### config.mk
export PLATFORM = sky130hd
export DESIGN_NAME = mpms_sequencer
export DESIGN_NICKNAME = d
export VERILOG_FILES = /design/src/mpms_pkg.sv /design/src/mpms_sequencer.sv
export VERILOG_INCLUDE_DIRS = /design/src
export SDC_FILE = /design/constraint.sdc
export NUM_CORES = 1
export LEC_CHECK = 0
export ABC_AREA = 1
export BUFFER_PORTS_ARGS = -buffer_cell sky130_fd_sc_hd__buf_2
export CAP_MARGIN = 20
export CORE_MARGIN = 8
export CORE_UTILIZATION = 30
export DETAILED_ROUTE_END_ITERATION = 7
export GPL_ROUTABILITY_DRIVEN = 1
export GPL_TIMING_DRIVEN = 0
export PLACE_DENSITY = 0.45
export SLEW_MARGIN = 20
export SYNTH_ARGS = -nofsm -noshare
export SYNTH_HDL_FRONTEND = slang
export SYNTH_SLANG_ARGS = --single-unit
### constraint.sdc
create_clock -name hclk -period 2.03 [get_ports hclk]
set_clock_uncertainty 0.1 [all_clocks]
set_input_delay 0 -clock hclk [delete_from_list [all_inputs] [get_ports hclk]]
set_output_delay 0 -clock hclk [all_outputs]
set_load 0.05 [all_outputs]
### src/mpms_consts.svh
`ifndef MPMS_CONSTS_SVH
`define MPMS_CONSTS_SVH
`define MPMS_A_CTRL       8'h00
`define MPMS_A_CMD        8'h04
`define MPMS_A_SBY_DUR    8'h08
`define MPMS_A_STATUS     8'h0C
`define MPMS_A_GNSS       8'h10
`define MPMS_A_GSTAT      8'h14
`define MPMS_CTRL_LP      0
`define MPMS_CTRL_PINSEL  1
`define MPMS_CTRL_GMODE   2
`define MPMS_CTRL_WAKESEL 4
`define MPMS_CMD_OFF      0
`define MPMS_CMD_SBY      1
`define MPMS_CMD_FORCE    2
`define MPMS_CMD_RADIO    3
`define MPMS_CMD_GNSS_EN  4
`define MPMS_CTRL_RST     32'h0000_0000
`define MPMS_BOOT_NS      40
`define MPMS_BOOT_CYC     ((`MPMS_BOOT_NS + 3) / 4)
`define MPMS_OFF_NS       40
`define MPMS_OFF_CYC      ((`MPMS_OFF_NS + 3) / 4)
`define MPMS_IDLE_BASE    16'h0010
`endif

### src/mpms_pkg.sv
package mpms_pkg;
	typedef enum logic [4:0] {
		MPMS_NOPWR  = 5'b0_0001,
		MPMS_OFF    = 5'b0_0010,
		MPMS_ACTIVE = 5'b0_0100,
		MPMS_IDLE   = 5'b0_1000,
		MPMS_CONN   = 5'b1_0000
	} mpms_cell_t;
	typedef enum logic [3:0] {
		MPMS_G_DOWN = 4'b0001,
		MPMS_G_RUN  = 4'b0010,
		MPMS_G_HWBK = 4'b0100,
		MPMS_G_SBY  = 4'b1000
	} mpms_gnss_t;
	typedef enum logic [1:0] {
		MPMS_GM_CONT = 2'b00,
		MPMS_GM_CT   = 2'b01,
		MPMS_GM_OO   = 2'b10
	} mpms_gmode_t;
	typedef struct packed {
		logic cell_supply_ok;
		logic gnss_main_ok;
		logic gnss_backup_ok;
		logic power_on_control_line;
		logic external_wake_input;
		logic gnss_data_ready;
		logic radio_activity;
	} mpms_pins_t;
	typedef struct packed {
		logic       proc_full_speed;
		logic       radio_enable;
		logic       ifaces_ready;
		logic       general_pin_two;
		logic       gnss_core_enable;
		logic       gnss_ram_clear;
		logic       gnss_backup_keep;
		logic       relay_enable;
	} mpms_outs_t;
endpackage : mpms_pkg

### src/mpms_sequencer.sv
// Summary of operation
// cellular starts in, and returns to, not-powered while supply is absent
// with supply valid, stay in power-off until the control line toggles
// a toggle runs the switch-on routine, then active mode
// active has interfaces ready; radio activity moves to connected mode
// active drops to idle only when low-power config is enabled
// idle length depends on low-power setting, reception setting, activity
// idle runs processor slow, active full speed, connected enables radio
// power-off command or toggle while running does a graceful switch-off
// cyclic-tracking save keeps receiver partly on between fixes
// on/off save alternates navigation with backup/sleep phases
// host should disable augmentation reception in save mode
// receiver enters hardware backup when its main supply is removed
// backup or standby keeps time and navigation data
// host enters standby with the power-request message force flag set
// entering standby clears RAM; battery-backed settings survive
// standby disables core and radio supplies, keeps I/O domain
// standby ends after its duration or at the wake source
// second general pin switches receiver power when so configured
// receiver data-ready wakes cellular side from idle
// relay to receiver only while the cellular side is operating
// control line ignored while not-powered
`timescale 1ns/1ns
`include "mpms_consts.svh"
module mpms_sequencer (
	input  wire logic               hclk,
	input  wire logic               hresetn,
	input  wire logic               hsel,
	input  wire logic [31:0]        haddr,
	input  wire logic [1:0]         htrans,
	input  wire logic               hwrite,
	input  wire logic [2:0]         hsize,
	input  wire logic [31:0]        hwdata,
	input  wire logic               hready,
	output logic [31:0]             hrdata,
	output logic                    hreadyout,
	output logic                    hresp,
	input  wire mpms_pkg::mpms_pins_t pins,
	output mpms_pkg::mpms_outs_t    outs
);
	mpms_pkg::mpms_pins_t s1_reg, s2_reg;
	logic pwr_last_reg;
	always_ff @(posedge hclk or negedge hresetn)
	begin
		if (!hresetn)
		begin
			s1_reg <= '0;
			s2_reg <= '0;
			pwr_last_reg <= 1'b0;
		end
		else
		begin
			s1_reg <= pins;
			s2_reg <= s1_reg;
			pwr_last_reg <= s2_reg.power_on_control_line;
		end
	end
	logic toggle;
	assign toggle = s2_reg.power_on_control_line & ~pwr_last_reg;

	// bus slave: registered address phase, zero wait states
	logic        wr_reg, wr_next;
	logic [7:0]  wa_reg, wa_next;
	logic [31:0] ctrl_reg, ctrl_next;
	logic [15:0] dur_reg, dur_next;
	logic [31:0] rd_reg, rd_next;
	logic        off_req, sby_req, radio_cmd, gnss_cmd, force_bit;
	logic        valid;
	mpms_pkg::mpms_cell_t cell_reg, cell_next;
	mpms_pkg::mpms_gnss_t gnss_reg, gnss_next;
	logic [15:0] cnt_reg, cnt_next;
	logic [15:0] scnt_reg, scnt_next;
	logic        busy_reg, busy_next;
	logic        radio_reg, radio_next;
	logic        genable_reg, genable_next;
	mpms_pkg::mpms_outs_t outs_reg, outs_next;
	assign valid = hsel & hready & htrans[1];
	always_comb
	begin
		wr_next   = valid & hwrite;
		wa_next   = valid ? haddr[7:0] : wa_reg;
		ctrl_next = ctrl_reg;
		dur_next  = dur_reg;
		off_req   = 1'b0;
		sby_req   = 1'b0;
		radio_cmd = radio_reg;
		gnss_cmd  = genable_reg;
		force_bit = 1'b0;
		if (wr_reg)
		begin
			case (wa_reg)
				`MPMS_A_CTRL:    ctrl_next = hwdata;
				`MPMS_A_SBY_DUR: dur_next = hwdata[15:0];
				`MPMS_A_CMD:
				begin
					off_req   = hwdata[`MPMS_CMD_OFF];
					force_bit = hwdata[`MPMS_CMD_FORCE];
					sby_req   = hwdata[`MPMS_CMD_SBY] & force_bit;
					radio_cmd = hwdata[`MPMS_CMD_RADIO];
					gnss_cmd  = hwdata[`MPMS_CMD_GNSS_EN];
				end
				default: ;
			endcase
		end
		rd_next = 32'h0000_0000;
		if (valid & ~hwrite)
		begin
			case (haddr[7:0])
				`MPMS_A_CTRL:    rd_next = ctrl_reg;
				`MPMS_A_SBY_DUR: rd_next = {16'h0000, dur_reg};
				`MPMS_A_STATUS:  rd_next = {27'h000_0000, cell_reg};
				`MPMS_A_GSTAT:   rd_next = {28'h000_0000, gnss_reg};
				default:         rd_next = 32'h0000_0000;
			endcase
		end
	end
	always_ff @(posedge hclk or negedge hresetn)
	begin
		if (!hresetn)
		begin
			wr_reg   <= 1'b0;
			wa_reg   <= 8'h00;
			ctrl_reg <= `MPMS_CTRL_RST;
			dur_reg  <= 16'h0000;
			rd_reg   <= 32'h0000_0000;
		end
		else
		begin
			wr_reg   <= wr_next;
			wa_reg   <= wa_next;
			ctrl_reg <= ctrl_next;
			dur_reg  <= dur_next;
			rd_reg   <= rd_next;
		end
	end
	assign hrdata    = rd_reg;
	assign hreadyout = 1'b1;
	assign hresp     = 1'b0;

	// cellular mode machine
	logic lp_en, pin_sel, wake_sel;
	logic [1:0] gmode;
	assign lp_en    = ctrl_reg[`MPMS_CTRL_LP];
	assign pin_sel  = ctrl_reg[`MPMS_CTRL_PINSEL];
	assign gmode    = ctrl_reg[`MPMS_CTRL_GMODE +: 2];
	assign wake_sel = ctrl_reg[`MPMS_CTRL_WAKESEL];
	logic activity;
	assign activity = s2_reg.radio_activity | radio_reg;
	always_comb
	begin
		cell_next  = cell_reg;
		cnt_next   = cnt_reg;
		busy_next  = busy_reg;
		radio_next = radio_cmd;
		if (!s2_reg.cell_supply_ok)
		begin
			cell_next = mpms_pkg::MPMS_NOPWR;
			busy_next = 1'b0;
			cnt_next  = 16'h0000;
		end
		else if (busy_reg)
		begin
			if (cnt_reg == 16'h0000)
			begin
				busy_next = 1'b0;
				cell_next = (cell_reg == mpms_pkg::MPMS_OFF) ?
					mpms_pkg::MPMS_ACTIVE : mpms_pkg::MPMS_OFF;
			end
			else
				cnt_next = cnt_reg - 16'h0001;
		end
		else
		begin
			case (cell_reg)
				mpms_pkg::MPMS_NOPWR: cell_next = mpms_pkg::MPMS_OFF;
				mpms_pkg::MPMS_OFF:
					if (toggle)
					begin
						busy_next = 1'b1;
						cnt_next  = 16'(`MPMS_BOOT_CYC);
					end
				mpms_pkg::MPMS_ACTIVE, mpms_pkg::MPMS_CONN,
				mpms_pkg::MPMS_IDLE:
				begin
					if (off_req | toggle)
					begin
						busy_next = 1'b1;
						cnt_next  = 16'(`MPMS_OFF_CYC);
					end
					else if (activity)
						cell_next = mpms_pkg::MPMS_CONN;
					else if (cell_reg == mpms_pkg::MPMS_IDLE)
					begin
						if (s2_reg.gnss_data_ready | ~lp_en |
						    cnt_reg == 16'h0000)
							cell_next = mpms_pkg::MPMS_ACTIVE;
						else
							cnt_next = cnt_reg - 16'h0001;
					end
					else if (lp_en & ~s2_reg.gnss_data_ready)
					begin
						cell_next = mpms_pkg::MPMS_IDLE;
						cnt_next  = `MPMS_IDLE_BASE + dur_reg;
					end
					else
						cell_next = mpms_pkg::MPMS_ACTIVE;
				end
				default: cell_next = mpms_pkg::MPMS_NOPWR;
			endcase
		end
	end

	// receiver machine
	logic cell_on;
	assign cell_on = cell_reg == mpms_pkg::MPMS_ACTIVE ||
		cell_reg == mpms_pkg::MPMS_IDLE || cell_reg == mpms_pkg::MPMS_CONN;
	always_comb
	begin
		gnss_next    = gnss_reg;
		scnt_next    = scnt_reg;
		genable_next = gnss_cmd;
		case (gnss_reg)
			mpms_pkg::MPMS_G_DOWN:
				if (s2_reg.gnss_main_ok)
					gnss_next = mpms_pkg::MPMS_G_RUN;
				else if (s2_reg.gnss_backup_ok)
					gnss_next = mpms_pkg::MPMS_G_HWBK;
			mpms_pkg::MPMS_G_RUN:
				if (!s2_reg.gnss_main_ok)
					gnss_next = s2_reg.gnss_backup_ok ?
						mpms_pkg::MPMS_G_HWBK : mpms_pkg::MPMS_G_DOWN;
				else if (sby_req & cell_on)
				begin
					gnss_next = mpms_pkg::MPMS_G_SBY;
					scnt_next = dur_reg;
				end
			mpms_pkg::MPMS_G_HWBK:
				if (s2_reg.gnss_main_ok)
					gnss_next = mpms_pkg::MPMS_G_RUN;
				else if (!s2_reg.gnss_backup_ok)
					gnss_next = mpms_pkg::MPMS_G_DOWN;
			mpms_pkg::MPMS_G_SBY:
				if (!s2_reg.gnss_main_ok)
					gnss_next = mpms_pkg::MPMS_G_HWBK;
				else if ((wake_sel & s2_reg.external_wake_input) |
				         scnt_reg == 16'h0000)
					gnss_next = mpms_pkg::MPMS_G_RUN;
				else
					scnt_next = scnt_reg - 16'h0001;
			default: gnss_next = mpms_pkg::MPMS_G_DOWN;
		endcase
	end

	// outputs; save modes only shape core gating while running
	logic ct_on, oo_on;
	assign ct_on = gmode == mpms_pkg::MPMS_GM_CT;
	assign oo_on = gmode == mpms_pkg::MPMS_GM_OO &
		~s2_reg.gnss_data_ready;
	always_comb
	begin
		outs_next = '0;
		outs_next.proc_full_speed = cell_reg == mpms_pkg::MPMS_ACTIVE ||
			cell_reg == mpms_pkg::MPMS_CONN;
		outs_next.radio_enable = cell_reg == mpms_pkg::MPMS_CONN;
		outs_next.ifaces_ready = cell_on & ~busy_reg;
		outs_next.general_pin_two = pin_sel & cell_on & genable_reg;
		// cyclic tracking never fully shuts the core between fixes
		outs_next.gnss_core_enable = gnss_reg == mpms_pkg::MPMS_G_RUN &
			(ct_on | ~oo_on);
		outs_next.gnss_ram_clear = gnss_next == mpms_pkg::MPMS_G_SBY &
			gnss_reg != mpms_pkg::MPMS_G_SBY;
		outs_next.gnss_backup_keep = gnss_reg == mpms_pkg::MPMS_G_SBY ||
			gnss_reg == mpms_pkg::MPMS_G_HWBK;
		outs_next.relay_enable = cell_on;
	end
	always_ff @(posedge hclk or negedge hresetn)
	begin
		if (!hresetn)
		begin
			cell_reg    <= mpms_pkg::MPMS_NOPWR;
			gnss_reg    <= mpms_pkg::MPMS_G_DOWN;
			cnt_reg     <= 16'h0000;
			scnt_reg    <= 16'h0000;
			busy_reg    <= 1'b0;
			radio_reg   <= 1'b0;
			genable_reg <= 1'b0;
			outs_reg    <= '0;
		end
		else
		begin
			cell_reg    <= cell_next;
			gnss_reg    <= gnss_next;
			cnt_reg     <= cnt_next;
			scnt_reg    <= scnt_next;
			busy_reg    <= busy_next;
			radio_reg   <= radio_next;
			genable_reg <= genable_next;
			outs_reg    <= outs_next;
		end
	end
	assign outs = outs_reg;

	a_nopwr_hold: assert property (
		@(posedge hclk) disable iff (!hresetn)
		!s2_reg.cell_supply_ok |=> cell_reg == mpms_pkg::MPMS_NOPWR)
		else $error("supply loss not seen");
	a_off_wait: assert property (
		@(posedge hclk) disable iff (!hresetn)
		cell_reg == mpms_pkg::MPMS_OFF && !busy_reg && !toggle &&
		s2_reg.cell_supply_ok |=> cell_reg == mpms_pkg::MPMS_OFF)
		else $error("left power-off without toggle");
	a_boot_done: assert property (
		@(posedge hclk) disable iff (!hresetn)
		cell_reg == mpms_pkg::MPMS_OFF && toggle && !busy_reg |=>
		busy_reg ##[1:20] (cell_reg == mpms_pkg::MPMS_ACTIVE ||
		cell_reg == mpms_pkg::MPMS_NOPWR))
		else $error("switch-on did not finish");
	a_idle_gate: assert property (
		@(posedge hclk) disable iff (!hresetn)
		cell_reg != mpms_pkg::MPMS_IDLE ##1
		cell_reg == mpms_pkg::MPMS_IDLE |-> $past(lp_en))
		else $error("idle without low power");
	a_radio_conn: assert property (
		@(posedge hclk) disable iff (!hresetn)
		outs.radio_enable |-> $past(cell_reg) == mpms_pkg::MPMS_CONN)
		else $error("radio outside connected");
	a_hw_backup: assert property (
		@(posedge hclk) disable iff (!hresetn)
		gnss_reg == mpms_pkg::MPMS_G_RUN && !s2_reg.gnss_main_ok &&
		s2_reg.gnss_backup_ok |=> gnss_reg == mpms_pkg::MPMS_G_HWBK)
		else $error("no hardware backup");
	a_sby_core: assert property (
		@(posedge hclk) disable iff (!hresetn)
		gnss_reg == mpms_pkg::MPMS_G_SBY |=> !outs.gnss_core_enable)
		else $error("core on in standby");
	a_wake_idle: assert property (
		@(posedge hclk) disable iff (!hresetn)
		cell_reg == mpms_pkg::MPMS_IDLE && s2_reg.gnss_data_ready &&
		!busy_reg && s2_reg.cell_supply_ok && !toggle && !off_req &&
		!activity |=> cell_reg == mpms_pkg::MPMS_ACTIVE)
		else $error("data ready did not wake");
	// on/off sleep phase gates the core until data ready reopens it
	a_onoff_core: assert property (
		@(posedge hclk) disable iff (!hresetn)
		oo_on |=> !outs.gnss_core_enable)
		else $error("core on during on/off sleep");
	a_sby_cell: assert property (
		@(posedge hclk) disable iff (!hresetn)
		gnss_reg == mpms_pkg::MPMS_G_RUN ##1
		gnss_reg == mpms_pkg::MPMS_G_SBY |-> $past(cell_on))
		else $error("standby relayed while cellular off");
endmodule : mpms_sequencer

# After elaboration in Yosys (flattened, before gate mapping)
# Index checks and enable logic that the tools add are counted.
# classes
n_eq_ne,32
n_bitwise,27
n_reduce_logical,16
muxes,47
add_sub_neg,3
# ops
operator,n
$mux 16,13
$pmux 32 s4,1
$pmux 16 s2,2
$mux 4,9
$mux 5,7
$logic_not 16->1,2
$mux 32,1
$sub 16x1->16 const B,2
$eq 8x4->1 const B,3
$ne 6x6->1 const B,3
$add 5x16->16 const A,1
$logic_not 8->1,2
$pmux 4 s4,1
$and 1x1->1,15
$pmux 5 s3,1
$ne 4x4->1 const B,3
$mux 1,9
$eq 4x4->1 const B,2
$eq 8x3->1 const B,1
$eq 8x5->1 const B,1
$ne 2x2->1 const B,4
$mux 3,2
$ne 3x3->1 const B,2
$not 1->1,6
22 further kinds,32
# totals
word_cells,160
output_inout_bits,42
ff_bits,156

# Logic depth before layout (Yosys ltp)
# depth
ltp_word,10
depth_mapped,12
mapped_depth_nobuf,12

# Worst setup path after synthesis
# No wires, ideal clock.
# synth_timing
kind,register -> register
start,register cnt_reg[0]
end,register cnt_reg[11]
synth_period_minus_slack_ps,1763
path_stages_with_launch,13
arrival_ps,1547
setup_ps,116
slack_ps,267
n_path_buf,1
path_cell_list,dfrtp_1 inv_1 ha_1 nand3_1 nor2_1 nand2_1 o21ai_0 nand2_2 nand3_2 inv_2 buf_6 nand2_1 nand2_1
# synth_between
elab_chain_cells,8
elab_cells_between_ends,14
cone_classes,1 x add/sub; 2 x eq/ne; 8 x mux; 1 x bitwise; 2 x reduce/logical
# synth_rtl
element,line_no,rtl
"start, declared",mpms_sequencer.sv:71,"logic [15:0] cnt_reg, cnt_next;"
"start signal, assigned",mpms_sequencer.sv:293,cnt_reg <= cnt_next;
$sub 16x1->16,"mpms_sequencer.sv:170, mpms_sequencer.sv:198",
$mux 16,mpms_sequencer.sv:194,if (s2_reg.gnss_data_ready | ~lp_en |
$mux 16,mpms_sequencer.sv:192,else if (cell_reg == mpms_pkg::MPMS_IDLE)
$mux 16,mpms_sequencer.sv:190,else if (activity)
$mux 16,mpms_sequencer.sv:185,if (off_req | toggle)
$pmux 16 s2,mpms_sequencer.sv:174,case (cell_reg)
$mux 16,mpms_sequencer.sv:161,else if (busy_reg)
$mux 16,mpms_sequencer.sv:155,if (!s2_reg.cell_supply_ok)
# Several ways; a longest one is shown, not always the timed one. The select of a mux whose other input is x is not followed.
# A chain may end at the register's enable or synchronous reset.

# Worst setup path after layout
# layout_timing
start,register s2_reg[6] (netlist bit)
end,register cnt_reg[11]
# layout_between
elab_chain_cells,2
elab_cells_between_ends,8
cone_classes,6 x eq/ne; 1 x mux; 1 x reduce/logical
# layout_rtl
element,line_no,rtl
"start, declared",mpms_sequencer.sv:41,"mpms_pkg::mpms_pins_t s1_reg, s2_reg;"
"start signal, assigned",mpms_sequencer.sv:54,s2_reg <= s1_reg;
$ne 6x6->1 (no source line) (tied with other cells),n/a,
$reduce_and 6->1 (no source line),n/a,
# Several ways; a longest one is shown, not always the timed one.

==> impl_metrics.toml <==
[outcome]
outcome = "completed"

[worst_setup_path]
regToRegSetupSlack_ns = 0.11
cp_max_fo = 10
setup.worst_path.class = "flop to flop"
worst_ep_required_time_ns = 2.25
startpoint_type = "flop"
worstSetupEndpointType = "flop"
crit_arrival_ns = 2.14

[route]
post-route-drc-count = 0
via_count = 6633
first_iter_violations = 349
wl_um = 22200
dr.pass1.iters = 6
ant_nets = 0
viasPerCell = 4.54
wire_per_inst_um = 15.2

[finish]
layout_common_cells = "nand2_1 (305), dfrtp_1 (153), buf_2 (93)"
drive_above_1_share_pct = 19.7
antennaDiodeCount = 0
final_common_cell = "nand2_1"
nFillCells = 2657
fin_nets = 1204
design_area_um2 = 9800
area_delta_synth_final_pct = 28.4

[clocking]
cts_buffer_depth = 2
clock_sinks = 156
clk_latency_ns = 0.43
cts_tree = "yes"
clk_pin_slew_ns = 0.08
cts-htree-levels = 4
cts_root_buf = "clkbuf_16"
cts_inserted_buffers = 17

[floorplan]
dieArea_um2 = 30800
start_util_pct = 30.4
dieWidth_um = 175
die_y_um = 175
io_pins = 123
core-area_um2 = 25100
rows = 58

[global_route]
antenna_found_initial = 0
grt_start_max_net_pins = 87
overflow = 0
grt_usage_pct = 14.9
grt_pass1_wl_um = 36500
grt_pass1_vias = 6855

[power]
switching_power_w = 0.00290
pwr-share-comb_pct = 21.2
p_leak_nw = 5.15
p_int_w = 0.00583
swShare_pct = 33.2
power-per-cell-area_nw_per_um2 = 891
power_w = 0.00873
clkPwrFrac_pct = 36.1
max-vdd-ir-drop_v = 0.000522
seqPwrFrac_pct = 42.7

[sta]
finalCriticalPeriod_ns = 1.92
slew_headroom_pct = 55.5
fmax_mhz = 521
drv_slew = 0
setup_violations = 0
worst_slew_pin_slew_ns = 0.668
hold_viol = 0
post-route-period-util_pct = 94.5
setup_ws_ns = 0.111
rsz0062_at_grt = "yes"

[logic_synthesis]
synth_top_area_share_pct = 50.5
yosys-top-cells-area = "dfrtp_1 (51%), nand2_1 (15%), o21ai_0 (4.7%)"
seq_area_frac_synth_pct = 51.2
postSynthNetCount = 1032
netlist_area_um2 = 7630
synth_cell_types = 42
yosys_warnings = 0
yosys.area.top_type = "dfrtp_1"
syn_avg_cell_area_um2 = 8.06
postSynthCellCount = 947
ys_seq_elements = 156

[placement]
place_congestion = 0.878
place_hpwl_um = 16200
place_ws_ns = -0.0954
io_buffers = 92
dpl-instance-area_um2 = 8540

[flow_run]
drv_cap = 0

[worst_hold_path]
hold_class = "input port to flop"
==> critical path, stage by stage (launching register included) <==
cell     delay [ns]
dfrtp_1        0.37
buf_6          0.14
inv_1          0.19
nor2_4         0.07
buf_4          0.19
nand3_1        0.10
nand2_1        0.07
nor2_2         0.11
nand3_2        0.13
buf_4          0.21
nand2_1        0.06
nand2_1        0.05
==> synthesized netlist by cell type (all sizes together) <==
library cell,n
nand2,316
dfrtp,154
nor2,105
inv,88
o21ai,77
nand3,56
a21oi,32
mux2,17
clkbuf,14
nor3,14
buf,13
xor2,12
nand4,11
o22ai,6
a31oi,4
ha,4
xnor2,4
nand3b,3
or2,3
conb,2
dfstp,2
mux2i,2
o211ai,2
a211oi,1
a21o,1
a31o,1
and2,1
o21a,1
o31ai,1
==> final cells by class <==
type / count / area [um2] / area share, %
Tap cell: 330 / 413 / 4.21
Clock buffer: 18 / 429 / 4.38
Inverter: 88 / 335 / 3.42
Buffer: 27 / 168 / 1.71
Sequential cell: 156 / 3910 / 39.9
Timing Repair Buffer: 153 / 1080 / 11.1
Multi-Input combinational cell: 676 / 3320 / 33.9
Clock inverter: 14 / 139 / 1.42
==> worst paths after layout <==
path                                start     endpoint  cells after the start
min in group asynchronous         hresetn      outs[1]                      2
worst max register to register  s2_reg[6]  cnt_reg[11]                     11
max in group asynchronous         hresetn  scnt_reg[8]                      3
worst min register to register  s1_reg[6]    s2_reg[6]                      0
worst max-delay path            s2_reg[6]  cnt_reg[11]                     11
worst min-delay path             haddr[4]   hrdata[16]                      6
==> metal layers <==
layer | vias to the layer above | routed length [um] | global-route usage [%]
met3 | 17 | 1080 | 4.10
met2 | 117 | 10300 | 24.0
li1 | 3378 | - | -
met5 | - | 0 | 0
met4 | 0 | 209 | 4.03
met1 | 3121 | 10600 | 19.3
==> stage by stage <==
stage	hold slack [ns]	TNS [ns]	std cells	utilization [%]
detailed placement	-0.0321	-1.09	1370	34.0
floorplan	-0.396	0	947	-
finish	0.0108	0	1462	39.0
global route	0.0490	-0.271	1462	39.0
global placement	0.00929	-273.30	1369	33.9
CTS	0.0306	0	1458	38.5
==> kinds of logic (layout without fill, tap and decap cells) <==
kind of cell,Yosys count,after routing,synth area share [%]
buffers and inverters,115,300,6.40
other,2,2,0.0984
muxes,19,19,2.77
adders and majority gates,4,4,0.656
DFF,156,156,51.2
AOI/OAI and AO/OA,126,126,8.73
xor gates and xnor gates,16,16,1.84
and+or+nand+nor,509,509,28.3
==> power by group through the flow <==
stage / clock [W] / sequential, W / combinational, W
finish: 0.00315 / 0.00373 / 0.00185
global route: 0.00336 / 0.00378 / 0.00212
CTS: 0.00327 / 0.00372 / 0.00179
detailed placement: 0 / 0.00378 / 0.00168
global placement: 0 / 0.00378 / 0.00166
floorplan: 0 / 0.00371 / 0.00120
==> timing repair <==
item,CTS,global route
resized for setup,5,36
hold buffers,54,0
endpoints found under the hold margin,158,0
pin swaps,2,7
endpoints found under the setup margin,19,56
buffers inserted,2,4
Power figures use the tool's default switching activity.
